`config.mk`:
```
export PLATFORM = sky130hd
export DESIGN_NAME = plm_maint
export DESIGN_NICKNAME = d
export VERILOG_FILES = /design/src/rtl/plm_pkg.sv /design/src/rtl/plm_maint.sv
export SDC_FILE = /design/constraint.sdc
export NUM_CORES = 1
export LEC_CHECK = 0
export ABC_AREA = 0
export CAP_MARGIN = 0
export CELL_PAD_IN_SITES_DETAIL_PLACEMENT = 1
export CELL_PAD_IN_SITES_GLOBAL_PLACEMENT = 2
export CORE_MARGIN = 5
export CORE_UTILIZATION = 30
export CTS_BUF_LIST = sky130_fd_sc_hd__clkbuf_4 sky130_fd_sc_hd__clkbuf_8 sky130_fd_sc_hd__clkbuf_16
export CTS_CLUSTER_DIAMETER = 80
export DETAILED_ROUTE_END_ITERATION = 6
export DONT_BUFFER_PORTS = 1
export PLACE_DENSITY = 0.6
export SLEW_MARGIN = 15
export SYNTH_ARGS = -nofsm -noshare
export SYNTH_HDL_FRONTEND = slang
export SYNTH_SLANG_ARGS = --single-unit
```
`constraint.sdc`:
```
create_clock -name clock -period 5.5 [get_ports clock]
set_input_delay 0.55 -clock clock [delete_from_list [all_inputs] [get_ports clock]]
set_output_delay 0.55 -clock clock [all_outputs]
set_load 0.005 [all_outputs]
```
`src/rtl/plm_pkg.sv`:
```
/*
   Package for the line maintenance block: register indices, field positions, reset values,
   timing constants and the packed structs that carry the APB request and the block state.
   Assumes a 100 MHz system clock and APB with 32-bit data.
*/
package plm_pkg;

   // ----------------------------------------------------------------
   // Register indices (byte address is four times the index)
   // ----------------------------------------------------------------
   localparam logic [5:0] IDX_PATTERN_CONTROL = 6'h0d;
   localparam logic [5:0] IDX_LOOPBACK_CONTROL = 6'h0e;
   localparam logic [5:0] IDX_LOOP_CODE_LENGTHS = 6'h0f;
   localparam logic [5:0] IDX_TX_LOOP_CODE = 6'h10;
   localparam logic [5:0] IDX_RX_ACTIVATE_CODE = 6'h11;
   localparam logic [5:0] IDX_RX_DEACTIVATE_CODE = 6'h12;
   localparam logic [5:0] IDX_ERROR_COUNT_CONTROL = 6'h13;
   localparam logic [5:0] IDX_INTERRUPT_MASK_A = 6'h14;
   localparam logic [5:0] IDX_INTERRUPT_EDGE_SELECT = 6'h16;
   localparam logic [5:0] IDX_LINE_STATUS_A = 6'h17;
   localparam logic [5:0] IDX_LINE_STATUS_B = 6'h18;
   localparam logic [5:0] IDX_INTERRUPT_FLAGS_A = 6'h19;
   localparam logic [5:0] IDX_LINE_MODE = 6'h20;

   // ----------------------------------------------------------------
   // Field positions
   // ----------------------------------------------------------------
   localparam int POS_PATTERN_CLOCK_SELECT = 2;
   localparam int POS_SEQUENCE_INVERT = 3;
   localparam int POS_ANALOG_LOOP = 0;
   localparam int POS_DIGITAL_LOOP = 1;
   localparam int POS_REMOTE_LOOP = 2;
   localparam int POS_AUTO_REMOTE_LOOP = 3;
   localparam int POS_E1_MODE = 0;
   // Flag, mask, edge-select and status bits share one layout
   localparam int POS_SEQ_SYNC = 0;
   localparam int POS_ACTIVATE = 1;
   localparam int POS_DEACTIVATE = 2;

   // ----------------------------------------------------------------
   // Encodings and reset values
   // ----------------------------------------------------------------
   localparam logic [1:0] PATT_NORMAL = 2'h0;
   localparam logic [1:0] PATT_ALL_ONES = 2'h1;
   localparam logic [1:0] PATT_SEQUENCE = 2'h2;
   localparam logic [1:0] PATT_LOOP_CODE = 2'h3;
   localparam logic [1:0] LOOP_PINS_DIGITAL = 2'h2;
   localparam logic [1:0] LOOP_PINS_REMOTE = 2'h3;
   localparam logic [1:0] ERR_SEL_SEQUENCE = 2'h0;
   localparam logic [7:0] REG_RESET = 8'h00;
   localparam logic [19:0] SEQ_SEED = 20'h00001;
   localparam int CODE_MIN_LENGTH = 5;

   // ----------------------------------------------------------------
   // Checker and detector thresholds
   // ----------------------------------------------------------------
   localparam logic [5:0] WINDOW_LAST = 6'h3f;
   localparam logic [6:0] SYNC_MAX_ERRORS = 7'h06;
   localparam logic [6:0] CODE_MIN_HITS = 7'h30;

   // ----------------------------------------------------------------
   // Times and derived cycle counts
   // ----------------------------------------------------------------
   localparam int unsigned CLOCK_KHZ = 100000;
   localparam int unsigned PERSIST_E1_MS = 30;
   localparam int unsigned PERSIST_T1_MS = 40;
   localparam int unsigned AUTO_LOOP_MS = 5100;
   localparam int unsigned PERSIST_E1_CYCLES = PERSIST_E1_MS * CLOCK_KHZ;
   localparam int unsigned PERSIST_T1_CYCLES = PERSIST_T1_MS * CLOCK_KHZ;
   localparam int unsigned AUTO_LOOP_CYCLES = AUTO_LOOP_MS * CLOCK_KHZ;

   // ----------------------------------------------------------------
   // Carriers
   // ----------------------------------------------------------------
   typedef struct packed {
      logic sel;
      logic enable;
      logic write;
      logic [7:0] addr;
      logic [31:0] wdata;
   } plm_apb_req_s;

   typedef struct packed {
      logic [7:0] patternControl, loopControl, codeLengths, txCode, actCode, deactCode;
      logic [7:0] errControl, irqMask, edgeSel, lineMode;
      logic [2:0] irqFlags;
      logic [4:0] pinMeta, pinSync;
      logic [19:0] seqGen, seqChk;
      logic [5:0] winBits;
      logic [6:0] winErr;
      logic seqSync;
      logic [2:0] txCodeIdx;
      logic [7:0] rxHist;
      logic [5:0] codeBits;
      logic [1:0][6:0] hits;
      logic [1:0][29:0] timer;
      logic [1:0] present, seen;
      logic autoRemote;
      logic txBit, txValid, rxBit, rxValid, errorPulse, irq;
      logic analogLoop, digitalLoop, remoteLoop;
      logic [7:0] rdata;
      logic ready, slvErr;
   } plm_state_s;

endpackage : plm_pkg

```
`src/rtl/plm_maint.sv`:
```
/*
   Line maintenance block: test sequence generator and checker, loopback path selection,
   in-band loop code send and detect with automatic remote loopback, and APB registers.
   Assumes bit ticks and stream bits arrive on the system clock; mode pins are asynchronous.
*/
`timescale 1ns/1ns

// Behaviour
// - Sequence is 2^20-1 zero-restricted in T1/J1 and 2^15-1 in E1.
// - Pattern select 10 sends the test sequence MSB first instead of data.
// - Inversion bit sends the sequence true or inverted.
// - Sync set at 6 or fewer errors per 64-bit window, cleared above.
// - Edge select picks rising-only or any change of sync into its flag.
// - Interrupt while sync flag is set and its mask bit is 1.
// - Error select 00 forwards each checker error to the error counter.
// - Analog loop returns transmit bits to receive outputs, line still driven.
// - Internal patterns may override transmit data during local loops.
// - Digital loop returns transmit bits to receive outputs, line still driven.
// - Hardware mode: loop pins 10 digital, 11 remote loopback.
// - Remote loop sends recovered receive bits out on the line.
// - Pattern select 11 repeats the unframed loop code instead of data.
// - Receiver finds framed or unframed codes despite 1e-2 bit errors.
// - Sent code comes from an 8-bit pattern, length 5 to 8 bits.
// - Code sending stops with clock select 0 and pattern select 00.
// - Activate and deactivate codes each have own pattern and length.
// - Seen status set after code persists 30 ms E1, 40 ms T1/J1.
// - Code edge select 0 rising only, 1 any change; flags clear on read.
// - Auto mode: activate over 5.1 s sets and holds remote loopback.
// - Auto mode: deactivate over 5.1 s releases remote loopback.
// - Clearing auto enable releases automatic remote loopback at once.
// - Patterns use transmit clock tick, or master tick when select is 1.
module plm_maint #(
   parameter int unsigned PERSIST_E1_CYCLES = plm_pkg::PERSIST_E1_CYCLES,
   parameter int unsigned PERSIST_T1_CYCLES = plm_pkg::PERSIST_T1_CYCLES,
   parameter int unsigned AUTO_LOOP_CYCLES = plm_pkg::AUTO_LOOP_CYCLES
) (
   // Clock and reset
   input wire logic clock,
   input wire logic rstn,
   // APB slave
   input wire logic psel,
   input wire logic penable,
   input wire logic pwrite,
   input wire logic [7:0] paddr,
   input wire logic [31:0] pwdata,
   output logic [31:0] prdata,
   output logic pready,
   output logic pslverr,
   // Hardware control pins (asynchronous)
   input wire logic hardwareMode,
   input wire logic [1:0] patternSelectPins,
   input wire logic [1:0] loopSelectPins,
   // Bit ticks
   input wire logic transmitClockTick,
   input wire logic masterClockTick,
   // Transmit stream from system and to line
   input wire logic txDataIn,
   output logic txLineBit,
   output logic txLineValid,
   // Receive stream from line and to system
   input wire logic rxLineBit,
   input wire logic rxLineTick,
   output logic rxDataOut,
   output logic rxDataValid,
   // Loop state, error feed, interrupt
   output logic analogLoopActive,
   output logic digitalLoopActive,
   output logic remoteLoopActive,
   output logic sequenceErrorPulse,
   output logic interruptOut
);

   plm_pkg::plm_state_s s_ff, nxt_s;
   plm_pkg::plm_apb_req_s req;

   // ----------------------------------------------------------------
   // Helpers
   // ----------------------------------------------------------------
   // True when the newest-first history is any rotation of the code
   function automatic logic codeMatch(input logic [7:0] hist, input logic [7:0] pat, input logic [1:0] lenSel);
      int len;
      int idx;
      logic ok;
      logic any;
      len = plm_pkg::CODE_MIN_LENGTH + int'(lenSel);
      any = 1'b0;
      for (int r = 0; r < 8; r++)
      begin
         ok = (r < len);
         for (int i = 0; i < 8; i++)
         begin
            idx = i + r;
            if (idx >= len)
               idx = idx - len;
            if (i < len && hist[i] != pat[idx[2:0]])
               ok = 1'b0;
         end
         any = any | ok;
      end
      return any;
   endfunction : codeMatch

   function automatic logic seqFeedback(input logic [19:0] sr, input logic e1);
      return e1 ? (sr[14] ^ sr[13]) : (sr[19] ^ sr[16]);
   endfunction : seqFeedback

   assign req = '{sel: psel, enable: penable, write: pwrite, addr: paddr, wdata: pwdata};

   logic [1:0] pattSel, codeLen;
   logic e1Mode, pattClkSel, invert, patTick, patternActive, loopLocal, remoteNow;
   logic genOut, lineBit, lineTick, rxSrcBit, rxSrcTick, chkBit, chkErr, winEnd, accDone, rdFlags;
   logic [2:0] evt, status, prevStatus;
   logic [5:0] regIdx;
   logic [29:0] persistCycles, autoCycles;
   logic [1:0] match, longDone;

   // ----------------------------------------------------------------
   // Next-state logic
   // ----------------------------------------------------------------
   always_comb
   begin
      nxt_s = s_ff;
      // Mode pins pass two flops before use
      nxt_s.pinMeta = {hardwareMode, patternSelectPins, loopSelectPins};
      nxt_s.pinSync = s_ff.pinMeta;
      e1Mode = s_ff.lineMode[plm_pkg::POS_E1_MODE];
      invert = s_ff.patternControl[plm_pkg::POS_SEQUENCE_INVERT];
      pattClkSel = s_ff.patternControl[plm_pkg::POS_PATTERN_CLOCK_SELECT];
      pattSel = s_ff.pinSync[4] ? s_ff.pinSync[3:2] : s_ff.patternControl[1:0];
      codeLen = s_ff.codeLengths[1:0];
      persistCycles = e1Mode ? 30'(PERSIST_E1_CYCLES) : 30'(PERSIST_T1_CYCLES);
      autoCycles = 30'(AUTO_LOOP_CYCLES);

      // Loop selection: register bits, or pins in hardware mode
      nxt_s.analogLoop = s_ff.loopControl[plm_pkg::POS_ANALOG_LOOP] & ~s_ff.pinSync[4];
      nxt_s.digitalLoop = s_ff.pinSync[4] ? (s_ff.pinSync[1:0] == plm_pkg::LOOP_PINS_DIGITAL)
                                          : s_ff.loopControl[plm_pkg::POS_DIGITAL_LOOP];
      remoteNow = s_ff.pinSync[4] ? (s_ff.pinSync[1:0] == plm_pkg::LOOP_PINS_REMOTE)
                                  : (s_ff.loopControl[plm_pkg::POS_REMOTE_LOOP] | s_ff.autoRemote);
      nxt_s.remoteLoop = remoteNow;
      loopLocal = s_ff.analogLoop | s_ff.digitalLoop;

      // Internal pattern source and its tick
      patTick = pattClkSel ? masterClockTick : transmitClockTick;
      patternActive = (pattSel != plm_pkg::PATT_NORMAL) | pattClkSel;
      genOut = seqFeedback(s_ff.seqGen, e1Mode);
      // Long zero runs forced to one in the T1 sequence
      if (!e1Mode && s_ff.seqGen[13:0] == 14'h0000)
         genOut = 1'b1;
      if (patTick && pattSel == plm_pkg::PATT_SEQUENCE)
         nxt_s.seqGen = (s_ff.seqGen == 20'h00000) ? plm_pkg::SEQ_SEED
                        : {s_ff.seqGen[18:0], seqFeedback(s_ff.seqGen, e1Mode)};
      if (pattSel != plm_pkg::PATT_LOOP_CODE)
         nxt_s.txCodeIdx = 3'h0;
      else if (patTick)
         nxt_s.txCodeIdx = (s_ff.txCodeIdx == 3'(plm_pkg::CODE_MIN_LENGTH - 1) + {1'b0, codeLen})
                           ? 3'h0 : s_ff.txCodeIdx + 3'h1;

      // Line side transmit selection
      if (remoteNow)
      begin
         lineBit = rxLineBit;
         lineTick = rxLineTick;
      end
      else if (patternActive)
      begin
         lineTick = patTick;
         case (pattSel)
            plm_pkg::PATT_ALL_ONES: lineBit = 1'b1;
            plm_pkg::PATT_SEQUENCE: lineBit = genOut ^ invert;
            plm_pkg::PATT_LOOP_CODE: lineBit = s_ff.txCode[3'(plm_pkg::CODE_MIN_LENGTH - 1) + {1'b0, codeLen}
                                                         - s_ff.txCodeIdx];
            default: lineBit = 1'b0;
         endcase
      end
      else
      begin
         lineBit = txDataIn;
         lineTick = transmitClockTick;
      end
      nxt_s.txBit = lineBit;
      nxt_s.txValid = lineTick;

      // Receive side: local loops take the transmitted bits, line still driven
      rxSrcBit = (s_ff.analogLoop | s_ff.digitalLoop) ? lineBit : rxLineBit;
      rxSrcTick = (s_ff.analogLoop | s_ff.digitalLoop) ? lineTick : rxLineTick;
      nxt_s.rxBit = rxSrcBit;
      nxt_s.rxValid = rxSrcTick;

      // Self-synchronising checker and hopping window
      chkBit = rxSrcBit ^ invert;
      chkErr = rxSrcTick && (chkBit != seqFeedback(s_ff.seqChk, e1Mode));
      winEnd = rxSrcTick && s_ff.winBits == plm_pkg::WINDOW_LAST;
      if (rxSrcTick)
      begin
         nxt_s.seqChk = {s_ff.seqChk[18:0], chkBit};
         nxt_s.winBits = s_ff.winBits + 6'h01;
         nxt_s.winErr = winEnd ? 7'h00 : s_ff.winErr + {6'h00, chkErr};
      end
      if (winEnd)
         nxt_s.seqSync = (s_ff.winErr + {6'h00, chkErr}) <= plm_pkg::SYNC_MAX_ERRORS;
      nxt_s.errorPulse = chkErr && s_ff.errControl[1:0] == plm_pkg::ERR_SEL_SEQUENCE;

      // Loop code detection: hits per 64-bit block tolerate stray errors and framing bits
      if (rxSrcTick)
      begin
         nxt_s.rxHist = {s_ff.rxHist[6:0], rxSrcBit};
         nxt_s.codeBits = s_ff.codeBits + 6'h01;
      end
      match[0] = codeMatch(nxt_s.rxHist, s_ff.actCode, s_ff.codeLengths[3:2]);
      match[1] = codeMatch(nxt_s.rxHist, s_ff.deactCode, s_ff.codeLengths[5:4]);
      for (int c = 0; c < 2; c++)
      begin
         if (rxSrcTick)
         begin
            if (s_ff.codeBits == plm_pkg::WINDOW_LAST)
            begin
               nxt_s.present[c] = (s_ff.hits[c] + {6'h00, match[c]}) >= plm_pkg::CODE_MIN_HITS;
               nxt_s.hits[c] = 7'h00;
            end
            else
               nxt_s.hits[c] = s_ff.hits[c] + {6'h00, match[c]};
         end
         if (!s_ff.present[c])
            nxt_s.timer[c] = 30'h00000000;
         else if (s_ff.timer[c] < autoCycles)
            nxt_s.timer[c] = s_ff.timer[c] + 30'h00000001;
         nxt_s.seen[c] = s_ff.present[c] && s_ff.timer[c] >= persistCycles;
         longDone[c] = s_ff.present[c] && s_ff.timer[c] >= autoCycles;
      end

      // Automatic remote loopback
      if (!s_ff.loopControl[plm_pkg::POS_AUTO_REMOTE_LOOP])
         nxt_s.autoRemote = 1'b0;
      else if (longDone[1])
         nxt_s.autoRemote = 1'b0;
      else if (longDone[0])
         nxt_s.autoRemote = 1'b1;

      // Sticky flags: a set in the read cycle survives the clear
      status = {nxt_s.seen[1], nxt_s.seen[0], nxt_s.seqSync};
      prevStatus = {s_ff.seen[1], s_ff.seen[0], s_ff.seqSync};
      for (int b = 0; b < 3; b++)
         evt[b] = s_ff.edgeSel[b] ? (status[b] != prevStatus[b])
                  : (status[b] && !prevStatus[b]);

      // APB: access phase two cycles, pready from a flop
      regIdx = req.addr[7:2];
      accDone = req.sel && req.enable && s_ff.ready;
      rdFlags = accDone && !req.write && regIdx == plm_pkg::IDX_INTERRUPT_FLAGS_A && req.addr[1:0] == 2'h0;
      // Clear only what the read reported, so a set in the answer cycle is kept
      nxt_s.irqFlags = (rdFlags ? s_ff.irqFlags & ~s_ff.rdata[2:0] : s_ff.irqFlags) | evt;
      nxt_s.ready = req.sel && req.enable && !s_ff.ready;
      nxt_s.slvErr = 1'b0;
      nxt_s.rdata = 8'h00;
      if (req.sel && req.enable && !s_ff.ready)
      begin
         nxt_s.slvErr = req.addr[1:0] != 2'h0;
         case (regIdx)
            plm_pkg::IDX_PATTERN_CONTROL: nxt_s.rdata = s_ff.patternControl;
            plm_pkg::IDX_LOOPBACK_CONTROL: nxt_s.rdata = s_ff.loopControl;
            plm_pkg::IDX_LOOP_CODE_LENGTHS: nxt_s.rdata = s_ff.codeLengths;
            plm_pkg::IDX_TX_LOOP_CODE: nxt_s.rdata = s_ff.txCode;
            plm_pkg::IDX_RX_ACTIVATE_CODE: nxt_s.rdata = s_ff.actCode;
            plm_pkg::IDX_RX_DEACTIVATE_CODE: nxt_s.rdata = s_ff.deactCode;
            plm_pkg::IDX_ERROR_COUNT_CONTROL: nxt_s.rdata = s_ff.errControl;
            plm_pkg::IDX_INTERRUPT_MASK_A: nxt_s.rdata = s_ff.irqMask;
            plm_pkg::IDX_INTERRUPT_EDGE_SELECT: nxt_s.rdata = s_ff.edgeSel;
            plm_pkg::IDX_LINE_STATUS_A: nxt_s.rdata = {5'h00, s_ff.seen, s_ff.seqSync};
            plm_pkg::IDX_LINE_STATUS_B: nxt_s.rdata = {7'h00, s_ff.remoteLoop};
            plm_pkg::IDX_INTERRUPT_FLAGS_A: nxt_s.rdata = {5'h00, s_ff.irqFlags};
            plm_pkg::IDX_LINE_MODE: nxt_s.rdata = s_ff.lineMode;
            default: nxt_s.slvErr = 1'b1;
         endcase
      end
      else
      begin
         nxt_s.rdata = s_ff.rdata;
      end
      if (accDone && req.write && !s_ff.slvErr)
      begin
         case (regIdx)
            plm_pkg::IDX_PATTERN_CONTROL: nxt_s.patternControl = req.wdata[7:0];
            plm_pkg::IDX_LOOPBACK_CONTROL: nxt_s.loopControl = req.wdata[7:0];
            plm_pkg::IDX_LOOP_CODE_LENGTHS: nxt_s.codeLengths = req.wdata[7:0];
            plm_pkg::IDX_TX_LOOP_CODE: nxt_s.txCode = req.wdata[7:0];
            plm_pkg::IDX_RX_ACTIVATE_CODE: nxt_s.actCode = req.wdata[7:0];
            plm_pkg::IDX_RX_DEACTIVATE_CODE: nxt_s.deactCode = req.wdata[7:0];
            plm_pkg::IDX_ERROR_COUNT_CONTROL: nxt_s.errControl = req.wdata[7:0];
            plm_pkg::IDX_INTERRUPT_MASK_A: nxt_s.irqMask = req.wdata[7:0];
            plm_pkg::IDX_INTERRUPT_EDGE_SELECT: nxt_s.edgeSel = req.wdata[7:0];
            plm_pkg::IDX_LINE_MODE: nxt_s.lineMode = req.wdata[7:0];
            default: nxt_s.lineMode = s_ff.lineMode;
         endcase
      end
      nxt_s.irq = |(nxt_s.irqFlags & nxt_s.irqMask[2:0]);
   end

   // ----------------------------------------------------------------
   // State register
   // ----------------------------------------------------------------
   always_ff @(posedge clock)
   begin
      if (!rstn)
      begin
         s_ff <= '0;
         s_ff.seqGen <= plm_pkg::SEQ_SEED;
      end
      else
         s_ff <= nxt_s;
   end

   assign prdata = {24'h000000, s_ff.rdata};
   assign pready = s_ff.ready;
   assign pslverr = s_ff.slvErr;
   assign txLineBit = s_ff.txBit;
   assign txLineValid = s_ff.txValid;
   assign rxDataOut = s_ff.rxBit;
   assign rxDataValid = s_ff.rxValid;
   assign analogLoopActive = s_ff.analogLoop;
   assign digitalLoopActive = s_ff.digitalLoop;
   assign remoteLoopActive = s_ff.remoteLoop;
   assign sequenceErrorPulse = s_ff.errorPulse;
   assign interruptOut = s_ff.irq;
endmodule : plm_maint

```
Word level (Yosys, flattened, before mapping) --
Index checks and enable logic that the tools add are counted.
Operators by class: add/subtract/negate cells 42, equal/unequal tests 154, bitwise operators 31, reduce and logical (&&, ||, !) cells 179, order comparisons 86, mux-type cells 252
Operators with widths (number):
- 1-bit two-way mux | 176
- 1-bit logical AND | 148
- 1-bit inequality test | 132
- 3-bit by 4-bit < comparator with 1-bit output (second input constant) | 31
- 8-bit case mux with 13 select lines | 1
- 3-bit two-way mux | 33
- 1-bit binary-select mux with 3-bit select | 31
- 30-bit by 1-bit adder with 30-bit output (second input constant) | 2
- 30-bit by 22-bit >= comparator with 1-bit output | 2
- 30-bit by 29-bit >= comparator with 1-bit output (second input constant) | 2
- 30-bit by 29-bit < comparator with 1-bit output (second input constant) | 2
- 4-bit >= comparator (first input constant) | 14
- 6-bit by 5-bit equality test with 1-bit output (second input constant) | 9
- 3-bit subtractor (first input constant) | 14
- 3-bit by 4-bit >= comparator with 1-bit output (first input constant) | 8
- 3-bit by 4-bit < comparator with 1-bit output (first input constant) | 8
- 2-bit AND reduction | 14
- 1-bit by 3-bit subtractor with 3-bit output (first input constant) | 8
- 2-bit by 3-bit subtractor with 3-bit output (first input constant) | 8
- 7-bit by 1-bit adder with 7-bit output | 3
- 21-bit two-way mux | 1
- 7-bit two-way mux | 3
- 20-bit logical NOT | 1
- 20-bit two-way mux | 1
- 36 further kinds | 92
Word-level totals: word-level logic and storage cells 785, input port bits 55, output and inout port bits 43, register bits after elaboration 262

Longest topological paths before layout --
Gate-level depths: netlist of the first run.
depth after elaboration 28, mapped depth 26, gate-level depth less buffers 26

Worst setup path before layout of the first run --
No wires, ideal clock.
path kind reg2reg, start point register s_ff[112] in the netlist's numbering, end point register s_ff (netlist bit interruptOut), period minus slack after synthesis 4520 ps, buffers on the path 0, arrival 4390 ps, library setup time 130 ps, stages on the path, launching flop included 25, setup slack 980 ps, cell sequence dfxtp_1 ha_1 inv_1 fa_1 mux4_2 mux2i_1 nand2_1 o2111ai_1 o21ai_0 xnor2_1 xnor2_1 nor2_1 ha_1 ha_1 and3_1 nand2_1 xor2_1 a31oi_1 o41ai_1 ha_1 nand2_1 o21ai_0 nand2_1 a22oi_1 o31ai_1
RTL lines:
- from (decl) | line plm_maint.sv:73 | plm_pkg::plm_state_s s_ff, nxt_s;
- from (signal assigned) | line plm_maint.sv:310 | s_ff <= nxt_s;

==> reports/qor.csv, run 1 <==
stage,metric,value,unit
synthesis,synth_edf_count,0,
power,pwr_density_cell,254,nW/um^2
floorplanning,core,51400,sq um
cts,clock_tree.root_cell,clkbuf_16,
setup_path,crit_arrival,5.45,ns
cts,ctsHoldBuffers,0,
timing,finClkSkew,0.0205,ns
final_layout,final_net_count,1883,
route,vias,12934,
synthesis,ys_ff_latch,262,
synthesis,yosysTopAreaCell,dfxtp_1,
timing,slew_violations,0,
floorplanning,die_y,238,microns
power,vdd_drop_max,202,uV
run,drv_cap,0,
placed_design,dpl.hpwl,35900,microns
synthesis,ys_top_cells_by_area,"dfxtp_1, mux2i_1, nor2_1",
setup_path,critPathMaxFanout,4,
cts,postCtsSetupBuffers,0,
cts,cts_buffers,35,
synthesis,yosysSeqAreaShare,33.6,%
cts,clk_pin_slew,0.06,ns
route,wl_per_cell,20.2,microns
route,ant_nets,0,
power,clkPwrFrac,52.5,%
floorplanning,rows,83,
timing,hold_viol_final,0,
timing,hold-worst-slack,0.106,ns
power,p_seq_share,43.6,%
final_layout,fill_cells,6009,
placed_design,port_buffers,0,
power,p_sw,1.04,mW
floorplanning,initial_core_util,30.4,%
global_routing,overflow,0,
timing,grt_setup_unrepaired,false,
floorplanning,io_pins,98,
final_layout,diodes,0,
synthesis,synth-async-reset-ratio,0,%
cts,cts_tree,yes,
cts,h-tree-depth,2,
status,status,completed,
global_routing,antenna_found_initial,0,
timing,period_minus_slack,5.05,ns
timing,max_freq,198,MHz
synthesis,synth_cells,1804,
timing,timing.final.setup_violations,0,
route,dr.pass1.iters,5,
power,p_int,3.39,mW
cts,clk_latency,0.55,ns
synthesis,ys_types,83,
route,viasPerCell,5.21,
power,p_comb_share,3.9,%
setup_path,worstPathRequired,5.90,ns
synthesis,avgSynthCellArea,8.66,sq um
global_routing,grt_max_degree,85,
setup_path,end_kind,register,
cts,cts_resized,0,
timing,setup-tns-final,0,ns
synthesis,syn_area,15600,sq um
min_path,min_path_type,input pin to register,
cts,clock_path_buffers,3,
synthesis,yosys.area.top_type_share,33.6,%
timing,tightestPinTransition,1.03,ns
placed_design,gp_congestion,0.817,
floorplanning,fp.dieArea,56700,sq um
cts,cts.sinks,262,
global_routing,grt_pass1_vias,13367,
route,drt-initial-drc-count,477,
setup_path,critical_path_class,register to register,
setup_path,startpoint_type,register,
floorplanning,die_w,238,microns
route,drc_errors,0,
power,leakagePower,6.12,nW
global_routing,grt_usage,17.3,%
final_layout,syn_to_final_growth,11.5,%
timing,timing.final.crit_share,91.9,%
synthesis,ys_warn_count,0,
synthesis,ys.flop_type,dfxtp_1,
final_layout,drive_gt1_share,10.8,%
timing,slew-limit-headroom,31.1,%
route,wirelength,50100,microns
global_routing,grt_pass1_wl,78800,microns
power,swShare,23.4,%
==> path summary, 6_finish.rpt <==
path | from | end | slack, ns | cells past startpoint
max | s_ff[112]$_SDFFE_PP0P_ | interruptOut$_SDFF_PN0_ | 0.45 | 26
min | rstn | s_ff[149]$_SDFFE_PN1P_ | 0.11 | 1
max reg2reg | s_ff[112]$_SDFFE_PP0P_ | interruptOut$_SDFF_PN0_ | 0.45 | 26
min reg2reg | s_ff[146]$_SDFFE_PN0P_ | s_ff[147]$_SDFFE_PN0P_ | 0.45 | 2
==> power groups by stage <==
stage | combinational, mW | clock [mW] | sequential [mW]
final | 0.173 | 2.32 | 1.93
after global routing | 0.192 | 2.48 | 1.93
after CTS | 0.175 | 2.41 | 1.93
after detailed placement | 0.174 | 0 | 1.97
after global placement | 0.172 | 0 | 1.97
after floorplan | 0.160 | 0 | 1.97
==> state kept, by name, summed over array words and instances (netlist names), 2 cells and up <==
name        cells
s_ff          230
prdata          8
nxt_s           5
prevStatus      3
codeLen         2
==> critical path: stages (launching register included) <==
cell	delay, ns
dfxtp_1	0.38
ha_1	0.16
inv_1	0.05
fa_1	0.55
mux4_2	0.52
mux2i_2	0.22
nand2_1	0.12
o2111ai_2	0.16
o21ai_2	0.13
xnor2_2	0.21
xnor2_1	0.16
nor2_1	0.07
ha_1	0.22
ha_2	0.35
o211a_1	0.13
nor3_1	0.04
a31oi_1	0.15
nor2_1	0.05
a31oi_1	0.19
o41ai_2	0.09
buf_4	0.16
ha_1	0.27
nand2_1	0.04
o21ai_0	0.11
nand2_1	0.09
a22oi_1	0.15
o31ai_1	0.10
==> cells in the mapped netlist, types with 21 or more instances <==
cell and n:
buf_1 22, clkbuf_1 54, inv_1 47, and3_1 27
nand4_1 27, mux4_2 21, mux2i_1 134, o21ai_0 57
and2_1 22, dfxtp_1 262, nand3_1 58, nand2_1 147
buf_4 39, nor2_1 245, a31oi_1 24, a21oi_1 96
nor3_1 21, xor2_1 79, xnor2_1 101, ha_1 52
==> kinds of logic after synthesis <==
family	share of synthesized area, %
other cells	0.0240
buf+inv	5.81
flops	33.6
simple gates	19.5
xor+xnor	10.2
fa+ha+maj	4.29
compound gates	12.6
mux	13.9
==> per-stage QoR <==
| stage | cells | total power, mW | utilization, % | setup slack (ns) | area (sq um) |
|---|---|---|---|---|---|
| final | 2481 | 4.43 | 33.9 | 0.447 | 17400 |
| after global routing | 2481 | 4.61 | 33.9 | 0.0297 | 17400 |
| after CTS | 2481 | 4.52 | 33.8 | 0.0622 | 17400 |
| after detailed placement | 2418 | 2.15 | 31.5 | 0.0884 | 16200 |
| after global placement | 2418 | 2.15 | 31.5 | 0.208 | 16200 |
| after floorplan | 1827 | 2.13 | - | 0.980 | 15700 |
==> cells in the final DEF, fill, tap and decap left out, types with 12 or more instances in the layout <==
cell	count
a22oi_1	13
clkbuf_16	36
nand2b_1	12
mux2i_1	133
nand4_1	27
inv_1	46
xnor2_1	100
and2_1	22
nor2_1	245
buf_4	48
ha_1	51
mux2_2	17
conb_1	24
a21oi_1	95
or3_1	15
nor4_1	15
nand2_1	145
nor3_1	21
a31oi_1	23
xor2_1	79
nand3_1	58
and3_1	27
mux4_2	21
dfxtp_1	262
o21ai_0	56
==> final cells by class <==
type | instances | area (sq um) | share of cell area [%]
multi-input combinational | 1381 | 9600 | 55.1
sequential | 262 | 5250 | 30.1
clock buffer | 53 | 1080 | 6.22
tap | 680 | 851 | 4.88
timing repair buffer | 48 | 360 | 2.07
inverter | 47 | 181 | 1.04
clock inverter | 10 | 101 | 0.582
==> layer usage <==
layer / part of all wire, % / wire length, microns / GRT usage, % / up-vias
met5: 0 / 0 / 0 / -
met4: 2.5 / 1230 / 4.75 / 0
met3: 3.0 / 1530 / 2.48 / 65
met2: 47 / 23500 / 29.0 / 156
met1: 48 / 23800 / 23.4 / 6474
li1: - / - / - / 6239
Power figures use the tool's default switching activity.
==> run 2: changes to the inputs <==
--- a/config.mk
+++ b/config.mk
@@ -6,6 +6,7 @@
 export NUM_CORES = 1
 export LEC_CHECK = 0
 export ABC_AREA = 0
+export BUFFER_PORTS_ARGS = -buffer_cell sky130_fd_sc_hd__buf_2
 export CAP_MARGIN = 0
 export CELL_PAD_IN_SITES_DETAIL_PLACEMENT = 1
 export CELL_PAD_IN_SITES_GLOBAL_PLACEMENT = 2
@@ -13,9 +14,9 @@
 export CORE_UTILIZATION = 30
 export CTS_BUF_LIST = sky130_fd_sc_hd__clkbuf_4 sky130_fd_sc_hd__clkbuf_8 sky130_fd_sc_hd__clkbuf_16
 export CTS_CLUSTER_DIAMETER = 80
+export CTS_CLUSTER_SIZE = 8
 export DETAILED_ROUTE_END_ITERATION = 6
-export DONT_BUFFER_PORTS = 1
-export PLACE_DENSITY = 0.6
+export PLACE_DENSITY = 0.63
 export SLEW_MARGIN = 15
 export SYNTH_ARGS = -nofsm -noshare
 export SYNTH_HDL_FRONTEND = slang
==> run 2 against run 1 <==
  * Maximum frequency shrank 2.1%
  * Clock-buffer cell count shrank 12
  * Non-clock buffer count grew 45
  * Utilization grew 0.31 points
  * Power shrank 0.19%
  * Clock skew grew 0.00073 ns
  * Largest cell class unchanged
  * Largest power group unchanged
  * Highest routed layer unchanged
==> reports/qor.csv, run 2 (synthesized netlist as in run 1, its figures left out) <==
stage,metric,value,unit,change
run,drv_cap,0,,unchanged
final_layout,syn_to_final_growth,12.5,%,
final_layout,fill_cells,6024,,+0.25%
timing,timing.final.crit_share,93.8,%,+2.0 points
timing,slew-limit-headroom,29.1,%,-2.0 points
setup_path,end_kind,register,,
setup_path,crit_path_top_delay_cell,fa_1,,
final_layout,final_net_count,1932,,+2.6%
placed_design,place_ws,0.0893,ns,+0.000975 ns
setup_path,path_depth,26,,unchanged
timing,timing.final.setup_violations,0,,unchanged
min_path,hold_depth,2,,+1
global_routing,grt_max_degree,89,,+4.7%
route,wirelength,49100,microns,-2.1%
cts,cts_buffers,39,,+11%
timing,finClkSkew,0.0212,ns,+0.000732 ns
route,vias,12991,,+0.44%
global_routing,grt_pass1_vias,13337,,-0.22%
cts,clk_latency,0.55,ns,about the same
setup_path,critical_path.most_common_cell,ha_1,,
final_layout,largest-register,s_ff,,
power,leakagePower,6.26,nW,+2.3%
cts,h-tree-depth,2,,unchanged
floorplanning,die_y,238,microns,unchanged
route,dr.pass1.iters,5,,unchanged
floorplanning,fp.dieArea,56700,sq um,unchanged
placed_design,gp_congestion,0.829,,+1.4%
route,ant_nets,0,,unchanged
cts,cts_tree,yes,,
route,drt-initial-drc-count,685,,+44%
setup_path,path_delay_family,adder cells,,
global_routing,grt_pass1_wl,78400,microns,-0.53%
setup_path,critical_path_class,register to register,,
setup_path,crit_arrival,5.58,ns,+0.13 ns
power,p_sw,1.04,mW,+0.30%
status,status,completed,,
timing,slew_violations,0,,unchanged
floorplanning,core,51400,sq um,unchanged
final_layout,diodes,0,,unchanged
setup_path,worstPathRequired,5.92,ns,+0.02 ns
power,clkPwrFrac,51.1,%,-1.4 points
placed_design,dpl.hpwl,35100,microns,-2.4%
cts,clock_tree.root_cell,clkbuf_16,,
floorplanning,die_w,238,microns,unchanged
floorplanning,initial_core_util,30.4,%,unchanged
placed_design,port_buffers,49,,+49
cts,clock_path_buffers,3,,unchanged
route,drc_errors,0,,unchanged
global_routing,antenna_found_initial,4,,+4
power,p_int,3.38,mW,-0.34%
final_layout,layout_common_cells,"dfxtp_1, nor2_1, nand2_1",,
final_layout,largest_register_ff_count,230,,unchanged
route,viasPerCell,5.18,,-0.60%
power,p_seq_share,43.8,%,+0.2 points
setup_path,reg2regPathDepth,26,,unchanged
power,vdd_drop_max,171,uV,-16%
timing,hold_viol_final,0,,unchanged
min_path,min_path_type,input pin to register,,
final_layout,multi_input_area,9590,sq um,-0.12%
power,p_comb_share,5.1,%,+1.2 points
final_layout,drive_gt1_share,11.9,%,+1.1 points
timing,period_minus_slack,5.16,ns,+0.108 ns
floorplanning,rows,83,,unchanged
setup_path,startpoint_type,register,,
final_layout,fin_util,34.2,%,+0.31 points
timing,max_freq,194,MHz,-2.1%
setup_path,cpPeakStageDelay,0.56,ns,about the same
power,pwr_density_cell,251,nW/um^2,-1.1%
setup_path,critPathMaxFanout,4,,unchanged
timing,tightestPinTransition,1.06,ns,+0.0335 ns
floorplanning,io_pins,98,,unchanged
power,swShare,23.5,%,+0.12 points
route,wl_per_cell,19.6,microns,-3.1%
global_routing,grt_usage,17.1,%,-0.21 points
final_layout,mostFrequentLayoutCell,dfxtp_1,,
cts,clk_pin_slew,0.05,ns,about the same
timing,setup-tns-final,0,ns,unchanged
final_layout,regArea,5250,sq um,unchanged
setup_path,critPathBufInv,2,,unchanged
timing,fin_ws,0.339,ns,-0.108 ns
cts,cts.sinks,262,,unchanged
global_routing,overflow,0,,unchanged
==> run 2: changes by cell type in the layout (fill, tap and decap cells not counted), sizes merged <==
cell,previous run,this run
bufinv,1,2
clkbuf,53,41
inv,51,47
buf,48,93
clkinv,5,1
==> run 2: final timing paths <==
kind | start | end | slack [ns]
max | s_ff[112]$_SDFFE_PP0P_ | interruptOut$_SDFF_PN0_ | 0.34
min | hardwareMode | nxt_s[173]$_SDFF_PN0_ | 0.25
max reg2reg | s_ff[112]$_SDFFE_PP0P_ | interruptOut$_SDFF_PN0_ | 0.34
min reg2reg | nxt_s[172]$_SDFF_PN0_ | s_ff[172]$_SDFF_PN0_ | 0.43
==> run 2: metal layers <==
layer	global-route usage, %	up-vias	share of wire (%)
met1	23.8	6465	49
met2	28.4	146	46
met4	3.34	0	1.6
met5	0	-	0
li1	-	6319	-
met3	2.58	61	3.0
==> run 2: power groups by stage <==
stage          logic, mW  registers [mW]  clock network, mW
3_5_place_dp       0.225            1.97                  0
6_report           0.227            1.94               2.26
3_3_place_gp       0.223            1.97                  0
2_1_floorplan      0.160            1.97                  0
4_1_cts            0.226            1.93               2.36
5_1_grt            0.250            1.93               2.43
==> run 2: per-stage QoR <==
stage | hold WS (ns) | power [mW] | std cells | cell area [sq um]
finish | 0.249 | 4.42 | 2507 | 17600
global route | 0.237 | 4.62 | 2507 | 17600
CTS | 0.219 | 4.52 | 2504 | 17500
detailed placement | 0.423 | 2.20 | 2460 | 16400
global placement | 0.416 | 2.20 | 2460 | 16400
floorplan | 0.412 | 2.13 | 1827 | 15700
==> run 2: cell type report <==
cell class	count	area share, %
Multi-Input combinational cell	1381	54.6
Sequential cell	262	29.8
Clock buffer	41	5.77
Tap cell	680	4.84
Timing Repair Buffer	93	3.49
Inverter	47	1.02
Clock inverter	3	0.512
==> run 2: repair_timing <==
item                                    in CTS  in global routing
endpoints found under the setup margin       0                  4
setup buffers                                0                  3
hold buffers                                 0                  0
gates resized for setup                      0                  7
==> run 3: changes to the inputs <==
--- a/config.mk
+++ b/config.mk
@@ -11,12 +11,12 @@
 export CELL_PAD_IN_SITES_DETAIL_PLACEMENT = 1
 export CELL_PAD_IN_SITES_GLOBAL_PLACEMENT = 2
 export CORE_MARGIN = 5
-export CORE_UTILIZATION = 30
+export CORE_UTILIZATION = 38
 export CTS_BUF_LIST = sky130_fd_sc_hd__clkbuf_4 sky130_fd_sc_hd__clkbuf_8 sky130_fd_sc_hd__clkbuf_16
 export CTS_CLUSTER_DIAMETER = 80
 export CTS_CLUSTER_SIZE = 8
 export DETAILED_ROUTE_END_ITERATION = 6
-export PLACE_DENSITY = 0.63
+export PLACE_DENSITY = 0.77
 export SLEW_MARGIN = 15
 export SYNTH_ARGS = -nofsm -noshare
 export SYNTH_HDL_FRONTEND = slang
==> run 3 against run 2 <==
  * Maximum frequency shrank 0.26%
  * Wire length decreased by 4.2%
  * Cell count fell by 5.9%
  * Power is 3.5% lower
  * Largest cell class unchanged
  * Highest routed layer unchanged
==> reports/qor.csv, run 3 (synthesized netlist as in run 1, its figures left out) <==
stage,metric,value,unit,change
status,status,completed,,
floorplanning,rows,74,,-11%
placed_design,gp_congestion,0.890,,+7.4%
min_path,min-delay-start,hardwareMode,,
setup_path,cpPeakStageDelay,0.54,ns,-0.02 ns
route,viasPerCell,5.58,,+7.6%
cts,cts.sinks,262,,unchanged
final_layout,largest_register_ff_count,230,,unchanged
timing,timing.final.setup_violations,0,,unchanged
timing,finClkSkew,0.0195,ns,-0.00175 ns
final_layout,regArea,5250,sq um,unchanged
final_layout,layout_common_cells,"dfxtp_1, nor2_1, nand2_1",,
cts,ctsHoldBuffers,0,,unchanged
setup_path,critical_path_class,register to register,,
global_routing,grt_max_degree,84,,-5.6%
floorplanning,core,40700,sq um,-21%
floorplanning,fp.dieArea,45300,sq um,-20%
route,route.met2.wl,21600,microns,-4.8%
route,maxUsedRoutingLayer,met4,,
cts,h-tree-depth,2,,unchanged
power,leakagePower,6.23,nW,-0.47%
global_routing,overflow,0,,unchanged
run,drv_cap,0,,unchanged
setup_path,r2r-start,s_ff[112]$_SDFFE_PP0P_,,
final_layout,syn_to_final_growth,10.7,%,
timing,max_freq,193,MHz,-0.26%
global_routing,grt_pass1_wl,75000,microns,-4.3%
cts,clock_path_buffers,3,,unchanged
route,vias,13162,,+1.3%
timing,setup-tns-final,0,ns,unchanged
setup_path,critPathMaxFanout,6,,+2
global_routing,antenna_found_initial,3,,-1
global_routing,grt_pass1_vias,13558,,+1.7%
final_layout,mostFrequentLayoutCell,dfxtp_1,,
timing,tightestPinTransition,1.18,ns,+0.121 ns
timing,period_minus_slack,5.17,ns,+0.0136 ns
route,wl_per_cell,19.9,microns,+1.8%
final_layout,fill_cells,4764,,-21%
cts,cts_buffers,39,,unchanged
route,wl_met1,22000,microns,-8.8%
final_layout,multi_input_area,9600,sq um,about the same
power,pwr_density_cell,247,nW/um^2,-1.9%
floorplanning,io_pins,98,,unchanged
final_layout,largest-register,s_ff,,
min_path,min_path_type,input pin to register,,
setup_path,crit_arrival,5.56,ns,-0.02 ns
timing,slew-limit-headroom,21.2,%,-7.9 points
floorplanning,die_y,213,microns,-11%
route,wirelength,47000,microns,-4.2%
setup_path,startpoint,s_ff[112]$_SDFFE_PP0P_,,
route,wl_met3,2070,microns,+39%
timing,hold_viol_final,0,,unchanged
power,total_power,4.27,mW,-3.5%
setup_path,end_kind,register,,
cts,clk_latency,0.54,ns,about the same
setup_path,crit_path_top_delay_cell,fa_1,,
cts,clk_pin_slew,0.05,ns,about the same
route,drc_errors,0,,unchanged
route,drt-initial-drc-count,762,,+11%
global_routing,grt_usage,20.6,%,+3.5 points
setup_path,worstPathRequired,5.88,ns,-0.04 ns
timing,slew_violations,0,,unchanged
final_layout,drive_gt1_share,11.8,%,-0.055 points
setup_path,startpoint_type,register,,
route,dr.pass1.iters,5,,unchanged
power,vdd_drop_max,235,uV,+38%
placed_design,dpl.hpwl,33400,microns,-4.8%
floorplanning,die_w,213,microns,-11%
final_layout,final_net_count,1933,,+0.052%
timing,timing.final.crit_share,94.1,%,+0.25 points
cts,clock_tree.root_cell,clkbuf_16,,
cts,cts_tree,yes,,
route,ant_nets,0,,unchanged
placed_design,port_buffers,49,,unchanged
floorplanning,initial_core_util,38.4,%,+8.0 points
timing,grt_setup_unrepaired,false,,
==> run 3: changes by cell type in the layout (fill, tap and decap cells not counted), sizes merged <==
cell,previous run,this run
buf,93,94
bufinv,2,0
diode,0,1
inv,47,48
==> run 3: cell type report <==
class                           count  area share (%)
Antenna cell                        1          0.0145
Multi-Input combinational cell   1381            55.5
Clock inverter                      2           0.101
Timing Repair Buffer               94            3.44
Inverter                           47            1.03
Sequential cell                   262            30.3
Tap cell                          532            3.85
Clock buffer                       41            5.80
==> run 3: through the flow <==
| stage | hold WS [ns] | area, sq um | utilization (%) | worst slack, ns | cells |
|---|---|---|---|---|---|
| after detailed placement | 0.427 | 16200 | 39.7 | 0.148 | 2311 |
| after CTS | 0.198 | 17200 | 42.3 | 0.111 | 2354 |
| after global placement | 0.423 | 16200 | 39.7 | 0.385 | 2311 |
| after floorplan | 0.412 | 15700 | - | 0.980 | 1827 |
| after global routing | 0.210 | 17300 | 42.5 | 0.00438 | 2359 |
| final | 0.227 | 17300 | 42.5 | 0.325 | 2360 |
==> run 3: routing by layer <==
layer,up-vias,global-route usage (%)
met5,-,0
met3,93,3.67
li1,6312,-
met4,0,6.25
met1,6486,27.5
met2,271,34.1
==> run 3: report_power, final <==
part,total [mW],switching [mW],internal [mW],leakage [nW]
combinational,0.221,0.148,0.0733,3.61
sequential,1.94,0.0157,1.92,2.12
clock,2.11,0.838,1.27,0.504
==> run 3: final timing paths <==
kind                             endpoint  slack [ns]  cells past startpoint
setup / recovery  interruptOut$_SDFF_PN0_        0.33                     25
hold / removal      nxt_s[173]$_SDFF_PN0_        0.23                      2
setup reg to reg  interruptOut$_SDFF_PN0_        0.33                     25
hold reg to reg      s_ff[169]$_SDFF_PN0_        0.44                      1
==> run 3: worst max-delay path, delay by kind of cell, from the launching register on <==
| kind | cells | cell delay, ns |
|---|---|---|
| adder cells (fa/ha/maj) | 5 | 1.31 |
| AO/OA/AOI/OAI | 7 | 1.19 |
| multiplexers | 2 | 0.73 |
| AND/OR/NAND/NOR | 6 | 0.62 |
| XOR/XNOR | 3 | 0.55 |
| flip-flops | 1 | 0.38 |
| buffers and inverters | 2 | 0.24 |
==> run 3: what timing repair did <==
| action | 4_1_cts | 5_1_grt |
|---|---|---|
| setup endpoints to repair | 0 | 7 |
| buffers inserted | 0 | 5 |
| resized for setup | 0 | 7 |
